File: src/rtl/gcid_pkg.sv
package gcid_pkg;
	// image layout, byte addresses inside the external memory
	localparam int         IMG_LEN   = 24;
	localparam logic [7:0] IMG_LAST  = 8'h17;
	localparam logic [4:0] A_CAP     = 5'h00;
	localparam logic [4:0] A_VOLT    = 5'h02;
	localparam logic [4:0] A_FCUR    = 5'h04;
	localparam logic [4:0] A_FVOLT   = 5'h06;
	localparam logic [4:0] A_ALARM   = 5'h08;
	localparam logic [4:0] A_OPT1    = 5'h0A;
	localparam logic [4:0] A_OPT2    = 5'h0B;
	localparam logic [4:0] A_CGAIN   = 5'h0C;
	localparam logic [4:0] A_FIRST_END_VOLTAGE    = 5'h0E;
	localparam logic [4:0] A_FINAL_END_VOLTAGE    = 5'h10;
	localparam logic [4:0] A_TOFS    = 5'h12;
	localparam logic [4:0] A_TLIM    = 5'h13;
	localparam logic [4:0] A_SDR     = 5'h14;
	localparam logic [4:0] A_FILT    = 5'h15;
	localparam logic [4:0] A_IGAIN   = 5'h16;
	// register byte offsets on the bus
	localparam logic [7:0] R_CTRL    = 8'h00;
	localparam logic [7:0] R_DCAP    = 8'h04;
	localparam logic [7:0] R_FCAP    = 8'h08;
	localparam logic [7:0] R_VOLT    = 8'h0C;
	localparam logic [7:0] R_FCUR    = 8'h10;
	localparam logic [7:0] R_FVOLT   = 8'h14;
	localparam logic [7:0] R_ALARM   = 8'h18;
	localparam logic [7:0] R_OPT     = 8'h1C;
	localparam logic [7:0] R_CGAIN   = 8'h20;
	localparam logic [7:0] R_EDV     = 8'h24;
	localparam logic [7:0] R_TEMP    = 8'h28;
	localparam logic [7:0] R_TLIM    = 8'h2C;
	localparam logic [7:0] R_SDR     = 8'h30;
	localparam logic [7:0] R_FILT    = 8'h34;
	localparam logic [7:0] R_IGAIN   = 8'h38;
	localparam logic [7:0] R_CURR    = 8'h3C;
	// field positions
	localparam int         CTRL_RELOAD_BIT = 0;
	localparam int         CTRL_BUSY_BIT   = 1;
	localparam int         CTRL_LOADED_BIT = 2;
	localparam int         HOST_WRITE_INHIBIT_BIT       = 4;
	// reset values before the image arrives
	localparam logic [7:0] TOFS_DEFAULT = 8'h80;
	localparam logic [7:0] OPT1_RESET   = 8'h10;
	localparam logic [7:0] OPT2_RESET   = 8'h90;
	// temperature limits in 0.1 degree units
	localparam logic [15:0] MAXT_BASE   = 16'h02E4;
	localparam logic [15:0] MAXT_STEP   = 16'h0010;
	localparam logic [15:0] RISE_BASE   = 16'h0010;
	localparam logic [15:0] RISE_MUL    = 16'h0002;
endpackage

File: src/rtl/gcid_img_if.sv
`timescale 1ns/1ns
interface gcid_img_if;
	logic       start;
	logic       busy;
	logic       done;
	logic       byte_valid;
	logic [7:0] byte_addr;
	logic [7:0] byte_data;
	modport reader (input start, output busy, output done, output byte_valid,
		output byte_addr, output byte_data);
	modport sink (output start, input busy, input done, input byte_valid,
		input byte_addr, input byte_data);
endinterface

File: src/rtl/gcid_learner.sv
`timescale 1ns/1ns
module gcid_learner (
	input  wire logic        clk,
	input  wire logic        resetn,
	input  wire logic        enable,
	input  wire logic        load,
	input  wire logic [15:0] load_value,
	input  wire logic [15:0] remaining_charge,
	input  wire logic [15:0] discharged_amount,
	input  wire logic [15:0] battery_mv,
	input  wire logic [15:0] first_end_mv,
	input  wire logic        discharging,
	output logic [15:0]      learned_full_capacity
);
	logic armed;
	logic hit_end;

	assign hit_end = enable && armed && discharging && (battery_mv <= first_end_mv);

	// a discharge only qualifies if it started from a full gauge
	always_ff @(posedge clk)
	begin
		if (!resetn)
			armed <= 1'b0;
		else if (load || !discharging || hit_end)
			armed <= 1'b0;
		else if (enable && remaining_charge == learned_full_capacity)
			armed <= 1'b1;
	end

	// image value loads; learned amount replaces it
	always_ff @(posedge clk)
	begin
		if (!resetn)
			learned_full_capacity <= 16'h0000;
		else if (load)
			learned_full_capacity <= load_value;
		else if (hit_end)
			learned_full_capacity <= discharged_amount;
	end
endmodule // gcid_learner

File: src/rtl/gcid_reader.sv
`timescale 1ns/1ns
module gcid_reader (
	input  wire logic       clk,
	input  wire logic       resetn,
	gcid_img_if.reader      img,
	output logic            mem_req,
	output logic [7:0]      mem_addr,
	input  wire logic       mem_ack,
	input  wire logic [7:0] mem_data
);
	typedef enum logic {ST_IDLE, ST_FETCH} gcid_rd_state_t;
	gcid_rd_state_t state;
	logic           last_ack;

	assign last_ack = (state == ST_FETCH) && mem_ack && (mem_addr == gcid_pkg::IMG_LAST);
	assign img.busy = (state == ST_FETCH);
	assign img.byte_valid = (state == ST_FETCH) && mem_ack;
	assign img.byte_addr = mem_addr;
	assign img.byte_data = mem_data;

	always_ff @(posedge clk)
	begin
		if (!resetn)
		begin
			state <= ST_IDLE;
			mem_req <= 1'b0;
			mem_addr <= 8'h00;
		end
		else
		begin
			case (state)
				ST_IDLE:
					if (img.start)
					begin
						state <= ST_FETCH;
						mem_req <= 1'b1;
						mem_addr <= 8'h00;
					end
				ST_FETCH:
					if (last_ack)
					begin
						state <= ST_IDLE;
						mem_req <= 1'b0;
					end
					else if (mem_ack)
						mem_addr <= mem_addr + 8'h01;
				default:
					state <= ST_IDLE;
			endcase
		end
	end

	// one done pulse after the last byte
	always_ff @(posedge clk)
	begin
		if (!resetn)
			img.done <= 1'b0;
		else
			img.done <= last_ack;
	end
endmodule // gcid_reader

File: src/rtl/gcid_top.sv
// How it works
// - full capacity starts from the design capacity word at bytes 00/01.
// - valid full-to-first-threshold discharge replaces full capacity with measured amount.
// - reported voltage at reset comes from the word at bytes 02/03.
// - fast charge current request comes from bytes 04/05.
// - fast charge voltage request comes from bytes 06/07.
// - low capacity alarm threshold loads from bytes 08/09.
// - primary option byte at 0A; its inhibit bit blocks host writes to the alarm threshold.
// - secondary option byte loads from byte 0B.
// - current measurement gain word loads from bytes 0C/0D.
// - end thresholds at 0E and 10 are stored negated; negate back.
// - temperature offset at 12 is subtracted from nominal temperature.
// - byte 13 gives maximum charge temperature and rise step.
// - byte 14 is the negated self-discharge divisor.
// - byte 15 sets the magnitude filter on sense values.
// - integration gain at 16/17 scales sensed voltage into current.
//
// The placing of the registers and the AHB-Lite interface to the registers were left to the implementer.
`timescale 1ns/1ns
module gcid_top #(
	parameter int SCALE_SHIFT = 6
) (
	input  wire logic        clk,
	input  wire logic        resetn,
	input  wire logic        hsel,
	input  wire logic [31:0] haddr,
	input  wire logic [1:0]  htrans,
	input  wire logic        hwrite,
	input  wire logic [2:0]  hsize,
	input  wire logic [31:0] hwdata,
	input  wire logic        hready,
	output logic [31:0]      hrdata,
	output logic             hreadyout,
	output logic             hresp,
	output logic             mem_req,
	output logic [7:0]       mem_addr,
	input  wire logic        mem_ack,
	input  wire logic [7:0]  mem_data,
	input  wire logic [15:0] remaining_charge,
	input  wire logic [15:0] discharged_amount,
	input  wire logic [15:0] battery_mv,
	input  wire logic        discharging,
	input  wire logic [15:0] nominal_temp,
	input  wire logic [15:0] sense_resistor_input,
	output logic [15:0]      learned_full_capacity,
	output logic [15:0]      reported_voltage,
	output logic [15:0]      charge_current_request,
	output logic [15:0]      charge_voltage_request,
	output logic             host_write_inhibit,
	output logic             image_loaded,
	output logic             low_capacity_alarm,
	output logic [15:0]      corrected_temp,
	output logic [15:0]      current_ma
);
	gcid_img_if img ();

	logic [7:0]         image [0:gcid_pkg::IMG_LEN-1];
	logic [15:0]        design_cap;
	logic [15:0]        alarm_threshold;
	logic [7:0]         primary_option_byte;
	logic [7:0]         secondary_option_byte;
	logic [15:0]        meas_gain;
	logic [15:0]        first_end_voltage;
	logic [15:0]        final_end_voltage;
	logic [7:0]         temp_offset;
	logic [7:0]         temp_limits;
	logic [7:0]         self_disch;
	logic [7:0]         filter_level;
	logic [15:0]        integ_gain;
	logic [15:0]        max_charge_temp;
	logic [15:0]        rise_step;
	logic [7:0]         self_disch_div;
	logic signed [15:0] sense;
	logic [15:0]        sense_mag;
	logic signed [15:0] filtered;
	logic signed [32:0] product;
	logic               start_q;
	logic               pend;
	logic               a_write;
	logic               a_hit;
	logic [7:0]         a_addr;
	logic               accept;
	logic               stall;
	logic               commit;
	logic               wr_commit;
	logic [31:0]        rdata;

	function automatic logic [15:0] word16(input logic [4:0] a);
		// low byte at the lower address
		return {image[a + 5'h01], image[a]};
	endfunction

	gcid_reader u_reader (
		.clk      (clk),
		.resetn   (resetn),
		.img      (img),
		.mem_req  (mem_req),
		.mem_addr (mem_addr),
		.mem_ack  (mem_ack),
		.mem_data (mem_data)
	);

	gcid_learner u_learner (
		.clk                   (clk),
		.resetn                (resetn),
		.enable                (image_loaded),
		.load                  (img.done),
		.load_value            (word16(gcid_pkg::A_CAP)),
		.remaining_charge      (remaining_charge),
		.discharged_amount     (discharged_amount),
		.battery_mv            (battery_mv),
		.first_end_mv          (first_end_voltage),
		.discharging           (discharging),
		.learned_full_capacity (learned_full_capacity)
	);

	assign img.start = start_q;

	// fetch starts on the first edge after reset, or on a reload
	always_ff @(posedge clk)
	begin
		if (!resetn)
			start_q <= 1'b1;
		else
			start_q <= wr_commit && a_addr == gcid_pkg::R_CTRL
				&& hwdata[gcid_pkg::CTRL_RELOAD_BIT] && !img.busy;
	end

	always_ff @(posedge clk)
	begin
		if (img.byte_valid)
			image[img.byte_addr[4:0]] <= img.byte_data;
	end

	// loaded flag gates gauging and dependent bus answers
	always_ff @(posedge clk)
	begin
		if (!resetn)
			image_loaded <= 1'b0;
		else if (img.done)
			image_loaded <= 1'b1;
		else if (start_q)
			image_loaded <= 1'b0;
	end

	// words copied when the image completes
	always_ff @(posedge clk)
	begin
		if (!resetn)
		begin
			design_cap <= 16'h0000;
			reported_voltage <= 16'h0000;
			charge_current_request <= 16'h0000;
			charge_voltage_request <= 16'h0000;
			secondary_option_byte <= gcid_pkg::OPT2_RESET;
			meas_gain <= 16'h0000;
		end
		else if (img.done)
		begin
			design_cap <= word16(gcid_pkg::A_CAP);
			reported_voltage <= word16(gcid_pkg::A_VOLT);
			charge_current_request <= word16(gcid_pkg::A_FCUR);
			charge_voltage_request <= word16(gcid_pkg::A_FVOLT);
			secondary_option_byte <= image[gcid_pkg::A_OPT2];
			meas_gain <= word16(gcid_pkg::A_CGAIN);
		end
	end

	// inhibit bit defaults set so the alarm threshold is not writable before the image
	always_ff @(posedge clk)
	begin
		if (!resetn)
		begin
			primary_option_byte <= gcid_pkg::OPT1_RESET;
			host_write_inhibit <= gcid_pkg::OPT1_RESET[gcid_pkg::HOST_WRITE_INHIBIT_BIT];
		end
		else if (img.done)
		begin
			primary_option_byte <= image[gcid_pkg::A_OPT1];
			host_write_inhibit <= image[gcid_pkg::A_OPT1][gcid_pkg::HOST_WRITE_INHIBIT_BIT];
		end
	end

	// alarm loads from the image; host may rewrite it only if not inhibited
	always_ff @(posedge clk)
	begin
		if (!resetn)
			alarm_threshold <= 16'h0000;
		else if (img.done)
			alarm_threshold <= word16(gcid_pkg::A_ALARM);
		else if (wr_commit && a_addr == gcid_pkg::R_ALARM && !host_write_inhibit)
			alarm_threshold <= hwdata[15:0];
	end

	always_ff @(posedge clk)
	begin
		if (!resetn)
		begin
			first_end_voltage <= 16'h0000;
			final_end_voltage <= 16'h0000;
			temp_offset <= gcid_pkg::TOFS_DEFAULT;
			temp_limits <= 8'h00;
			self_disch <= 8'h00;
			filter_level <= 8'h00;
			integ_gain <= 16'h0000;
		end
		else if (img.done)
		begin
			first_end_voltage <= 16'h0000 - word16(gcid_pkg::A_FIRST_END_VOLTAGE);
			final_end_voltage <= 16'h0000 - word16(gcid_pkg::A_FINAL_END_VOLTAGE);
			temp_offset <= image[gcid_pkg::A_TOFS];
			temp_limits <= image[gcid_pkg::A_TLIM];
			self_disch <= image[gcid_pkg::A_SDR];
			filter_level <= image[gcid_pkg::A_FILT];
			integ_gain <= word16(gcid_pkg::A_IGAIN);
		end
	end

	// limits in tenths of a degree
	assign max_charge_temp = gcid_pkg::MAXT_BASE - 16'({12'h000, temp_limits[7:4]} * gcid_pkg::MAXT_STEP);
	assign rise_step = 16'({12'h000, temp_limits[3:0]} * gcid_pkg::RISE_MUL) + gcid_pkg::RISE_BASE;
	// negating gives 52.73 divided by the rate
	assign self_disch_div = 8'h00 - self_disch;

	// magnitudes under the filter level are treated as zero
	assign sense = $signed(sense_resistor_input);
	assign sense_mag = sense[15] ? 16'h0000 - sense_resistor_input : sense_resistor_input;
	assign filtered = (sense_mag < {8'h00, filter_level}) ? 16'sh0000 : sense;
	// scaled by integration gain, fixed-point shift is a parameter
	assign product = filtered * $signed({1'b0, integ_gain});

	// gauging outputs held at zero until the image is in
	always_ff @(posedge clk)
	begin
		if (!resetn || !image_loaded)
		begin
			corrected_temp <= 16'h0000;
			current_ma <= 16'h0000;
			low_capacity_alarm <= 1'b0;
		end
		else
		begin
			corrected_temp <= nominal_temp - {8'h00, temp_offset};
			current_ma <= product[SCALE_SHIFT +: 16];
			low_capacity_alarm <= remaining_charge < alarm_threshold;
		end
	end

	// bus slave: every transfer takes at least one wait state so hrdata comes from a flop
	assign accept = hsel && hready && htrans[1];
	// dependent accesses wait while the image is still being read
	assign stall = pend && !image_loaded && a_addr != gcid_pkg::R_CTRL;
	assign commit = pend && !stall;
	assign wr_commit = commit && a_write && a_hit;

	always_ff @(posedge clk)
	begin
		if (!resetn)
		begin
			pend <= 1'b0;
			a_write <= 1'b0;
			a_hit <= 1'b0;
			a_addr <= 8'h00;
			hreadyout <= 1'b1;
			hresp <= 1'b0;
		end
		else if (accept)
		begin
			pend <= 1'b1;
			a_write <= hwrite;
			a_hit <= haddr[31:8] == 24'h000000 && haddr[1:0] == 2'h0;
			a_addr <= haddr[7:0];
			hreadyout <= 1'b0;
		end
		else if (commit)
		begin
			pend <= 1'b0;
			hreadyout <= 1'b1;
		end
	end

	always_comb
	begin
		rdata = 32'h00000000;
		if (!a_hit)
			rdata = 32'h00000000;
		else if (a_addr == gcid_pkg::R_CTRL)
		begin
			rdata[gcid_pkg::CTRL_BUSY_BIT] = img.busy;
			rdata[gcid_pkg::CTRL_LOADED_BIT] = image_loaded;
		end
		else if (a_addr == gcid_pkg::R_DCAP)
			rdata = {16'h0000, design_cap};
		else if (a_addr == gcid_pkg::R_FCAP)
			rdata = {16'h0000, learned_full_capacity};
		else if (a_addr == gcid_pkg::R_VOLT)
			rdata = {16'h0000, reported_voltage};
		else if (a_addr == gcid_pkg::R_FCUR)
			rdata = {16'h0000, charge_current_request};
		else if (a_addr == gcid_pkg::R_FVOLT)
			rdata = {16'h0000, charge_voltage_request};
		else if (a_addr == gcid_pkg::R_ALARM)
			rdata = {16'h0000, alarm_threshold};
		else if (a_addr == gcid_pkg::R_OPT)
			rdata = {16'h0000, secondary_option_byte, primary_option_byte};
		else if (a_addr == gcid_pkg::R_CGAIN)
			rdata = {16'h0000, meas_gain};
		else if (a_addr == gcid_pkg::R_EDV)
			rdata = {final_end_voltage, first_end_voltage};
		else if (a_addr == gcid_pkg::R_TEMP)
			rdata = {corrected_temp, 8'h00, temp_offset};
		else if (a_addr == gcid_pkg::R_TLIM)
			rdata = {rise_step, max_charge_temp};
		else if (a_addr == gcid_pkg::R_SDR)
			rdata = {16'h0000, self_disch_div, self_disch};
		else if (a_addr == gcid_pkg::R_FILT)
			rdata = {24'h000000, filter_level};
		else if (a_addr == gcid_pkg::R_IGAIN)
			rdata = {16'h0000, integ_gain};
		else if (a_addr == gcid_pkg::R_CURR)
			rdata = {16'h0000, current_ma};
	end

	always_ff @(posedge clk)
	begin
		if (!resetn)
			hrdata <= 32'h00000000;
		else if (commit && !a_write)
			hrdata <= rdata;
	end
endmodule // gcid_top

File: config.mk
export PLATFORM = sky130hd
export DESIGN_NAME = gcid_top
export DESIGN_NICKNAME = d
export VERILOG_FILES = /design/src/rtl/gcid_pkg.sv /design/src/rtl/gcid_img_if.sv /design/src/rtl/gcid_learner.sv /design/src/rtl/gcid_reader.sv /design/src/rtl/gcid_top.sv
export SDC_FILE = /design/constraint.sdc
export NUM_CORES = 1
export LEC_CHECK = 0
export BUFFER_PORTS_ARGS = -buffer_cell sky130_fd_sc_hd__buf_2
export CORE_MARGIN = 2
export CORE_UTILIZATION = 64
export DETAILED_ROUTE_END_ITERATION = 12
export GPL_ROUTABILITY_DRIVEN = 1
export GPL_TIMING_DRIVEN = 0
export MAX_ROUTING_LAYER = met4
export PLACE_DENSITY = 0.86
export SYNTH_ARGS = -nofsm -noshare
export SYNTH_HDL_FRONTEND = slang
export SYNTH_SLANG_ARGS = --single-unit
File: constraint.sdc
create_clock -name clk -period 30.1 [get_ports clk]
set_input_delay 4.515 -clock clk [delete_from_list [all_inputs] [get_ports clk]]
set_output_delay 4.515 -clock clk [all_outputs]
set_load 0.05 [all_outputs]
==> key figures <==
Yosys
  • Top cell type's share of synthesized area: 0.2158
  • Top-count cell post-synth: nor2_1
  • Syn avg cell area: 10.05 sq um
  • Sequential element share of the synthesized area: 0.4237
  • Synth top cells by count: 312 x nor2_1, 299 x dfxtp_1, 281 x inv_1
  • Yosys reg bits: 491
  • Top post-synthesis cells by area: dfxtp_1 22%, edfxtp_1 21%, fa_1 11%
  • Dominant cell type by area after synthesis: dfxtp_1
  • Syn. warnings: 0
  • Post-synth EDFFs: 192
  • Synth Instances: 2759
  • Synthesized Nets: 3201
  • Synth Cell Area: 27740 sq um
  • Top_reg_cell synth: dfxtp_1
  • Cell variety after synth: 83
  • FFs w/ async S/R, synth: 0

Place
  • Placed Instance Area: 29860 sq um
  • Final RePlAce weighted congestion: 1.046
  • DP HPWL: 76.01 mm
  • IO buf count: 278

Drt
  • Drt first pass iters: 8
  • Via count: 23738
  • Antenna-violating nets left: 0
  • Initial DRC Count: 3165
  • Routed vias/inst: 6.379
  • Final WL: 100.5 mm
  • Routed WL per cell: 27.00 um
  • DRC: 0

Critical path
  • CP Capture Type: flop
  • Startpoint types: input pin
  • Critical Path Fanout Max: 10
  • Worst path most repeated cell: fa_1
  • Slowest-stage cell, CP: nor4_1
  • Critical Path AT: 14.28 ns
  • Worst EP required: 30.55 ns
  • Delay of the slowest critical-path stage: 0.79 ns
  • Worst Setup SP: sense_resistor_input[2]
  • Crit Path Category: input pin to flop
  • R2R Path Start: filter_level[5]

CTS
  • CTS root buf: clkbuf_16
  • Clock Pin Slew Worst Setup and Hold Paths: 0.07 ns
  • Clock Path Buffers: 3
  • CTS resizes: 0
  • Clock Latency Late Sink: 0.62 ns
  • CTS H-Tree Depth: 2
  • CTS buffer count: 50
  • Post-CTS Hold Buffers: 0
  • Clk sinks: 491
  • Setup Fix Bufs, Post-CTS: 0
  • CTS tree: yes

Global route
  • Largest net degree at the start of global routing: 25
  • Gr usage total: 0.4588
  • First-pass GRT wire length: 145.5 mm
  • GRT overflow: 0
  • Initial antenna violation count: 7
  • Number of global-route vias before repair: 23501

Power
  • Pleak: 12.71 nW
  • Max IR drop VDD: 0.00006125 V
  • Pwr Total: 1.446 mW
  • PwrDens: 45.69 nW/um^2

STA
  • Max Freq: 0.07233 GHz
  • Max-Slew Margin vs Limit: 0.1333
  • Finish-stage setup viols: 0
  • Fin crit period: 13.83 ns
  • Worst-margin pin slew: 1.300 ns
  • Max Clock Skew: 0.01760 ns
  • Tcrit/Tclk final: 0.4593
  • Setup TNS Final: 0 ns
  • RSZ-0062 raised after global routing: no
  • Hold Vio Cnt, Final: 0
  • Max Slew Vio Count: 0

Floorplanning
  • Die Ht: 212.2 um
  • Die width: 212.2 um
  • I/O Pins: 306
  • Initial Util: 0.6467
  • Std cell rows: 76
  • DIE AREA: 45020 sq um
  • Core area: 42890 sq um

Finish
  • Layout cell share with drive strength beyond 1: 0.1255
  • Design Area, Final: 31640 sq um
  • FILL cells: 2997
  • Area grow syn2layout: 14.07%
  • NumNets Final: 3531

Run status
  • Outcome: complete, no violations

Worst hold path
  • Worst hold path type: flop to flop
  • Hold_sp: hrdata[1]

Job
  • Total of max-cap violations: 0
-- area by class of cell --
cell class                 instances  area, sq um  share of cell area
sequential                       491        11750              0.3714
clock buffer                      62         1356             0.04287
timing repair buffer             278         1391             0.04398
multi-input combinational       1822        14300              0.4518
buffer                           162        623.1             0.01969
tap                              585        732.0             0.02313
inverter                         284         1066             0.03369
clock inverter                    32        411.6             0.01301
antenna                            5        12.51           0.0003955
-- power breakdown --
group,leakage (nW),total (mW),switching [mW],internal [mW]
clock network,0.852,0.670,0.285,0.385
registers,4.14,0.692,0.00123,0.691
logic,7.72,0.0831,0.0588,0.0242
total,12.7,1.45,0.345,1.10
-- critical path: cells and delay by family --
kind,cells,cell delay (ns)
AOI/OAI and AO/OA,9,2.12
xor gates and xnor gates,1,0.13
adders and majority gates,8,3.77
buffers and inverters,8,1.17
and+or+nand+nor,8,2.56
-- cells by family after synthesis --
family | Yosys count | share of synthesized area
buffers and inverters | 446 | 0.06090
adders and majority gates | 278 | 0.1666
DFF | 491 | 0.4237
and+or+nand+nor | 886 | 0.1555
muxes | 209 | 0.07561
other | 1 | 0.0001352
xor gates and xnor gates | 95 | 0.03000
AOI/OAI and AO/OA | 353 | 0.08756
-- worst paths after layout --
check                   endpoint  slack [ns]  cells past startpoint
setup reg to reg  current_ma[12]       21.19                     29
setup / recovery  current_ma[12]       16.27                     34
hold reg to reg        hrdata[1]        0.45                      2
hold / removal         hrdata[1]        0.45                      2
-- registers in the layout, summed over array words and instances, names as in the netlist, 8 cells and up --
register / flops
charge_current_request: 16
first_end_voltage: 16
charge_voltage_request: 16
u_reader.img.byte_addr: 8
secondary_option_byte: 8
a_addr: 8
design_cap: 16
hrdata: 32
corrected_temp: 16
temp_offset: 8
integ_gain: 16
self_disch: 8
alarm_threshold: 16
image: 192
meas_gain: 16
primary_option_byte: 8
filter_level: 8
current_ma: 16
final_end_voltage: 16
reported_voltage: 16
temp_limits: 8
u_learner.learned_full_capacity: 16
-- metrics by stage --
| step | util | instances | hold WS, ns | worst slack (ns) |
|---|---|---|---|---|
| floorplan | - | 2759 | 0.4375 | 17.26 |
| global placement | 0.6962 | 3622 | 0.4442 | 15.85 |
| detailed placement | 0.6962 | 3622 | 0.4431 | 15.80 |
| CTS | 0.7375 | 3716 | 0.4517 | 16.42 |
| global route | 0.7377 | 3721 | 0.4737 | 15.76 |
| finish | 0.7377 | 3721 | 0.4518 | 16.27 |
-- per-layer routing --
metal,global-route usage,up-vias,part of all wire
li1,-,10135,-
met1,0.5595,11540,0.36
met2,0.7112,1680,0.46
met3,0.1022,383,0.12
met4,0.2547,0,0.068
met5,-,-,0
-- placed cells by master, fill, tap and decap left out, types with 40 or more instances in the layout --
cell type,instances
a21oi_1,95
a22oi_1,40
and3_1,103
buf_2,281
clkbuf_1,142
clkbuf_16,50
dfxtp_1,299
edfxtp_1,192
fa_1,152
ha_1,126
inv_1,281
mux2i_1,205
nand2_1,173
nand2b_1,45
nand3_1,89
nor2_1,312
o21ai_0,47
xnor2_1,61
(Power assumes the default switching activity.)
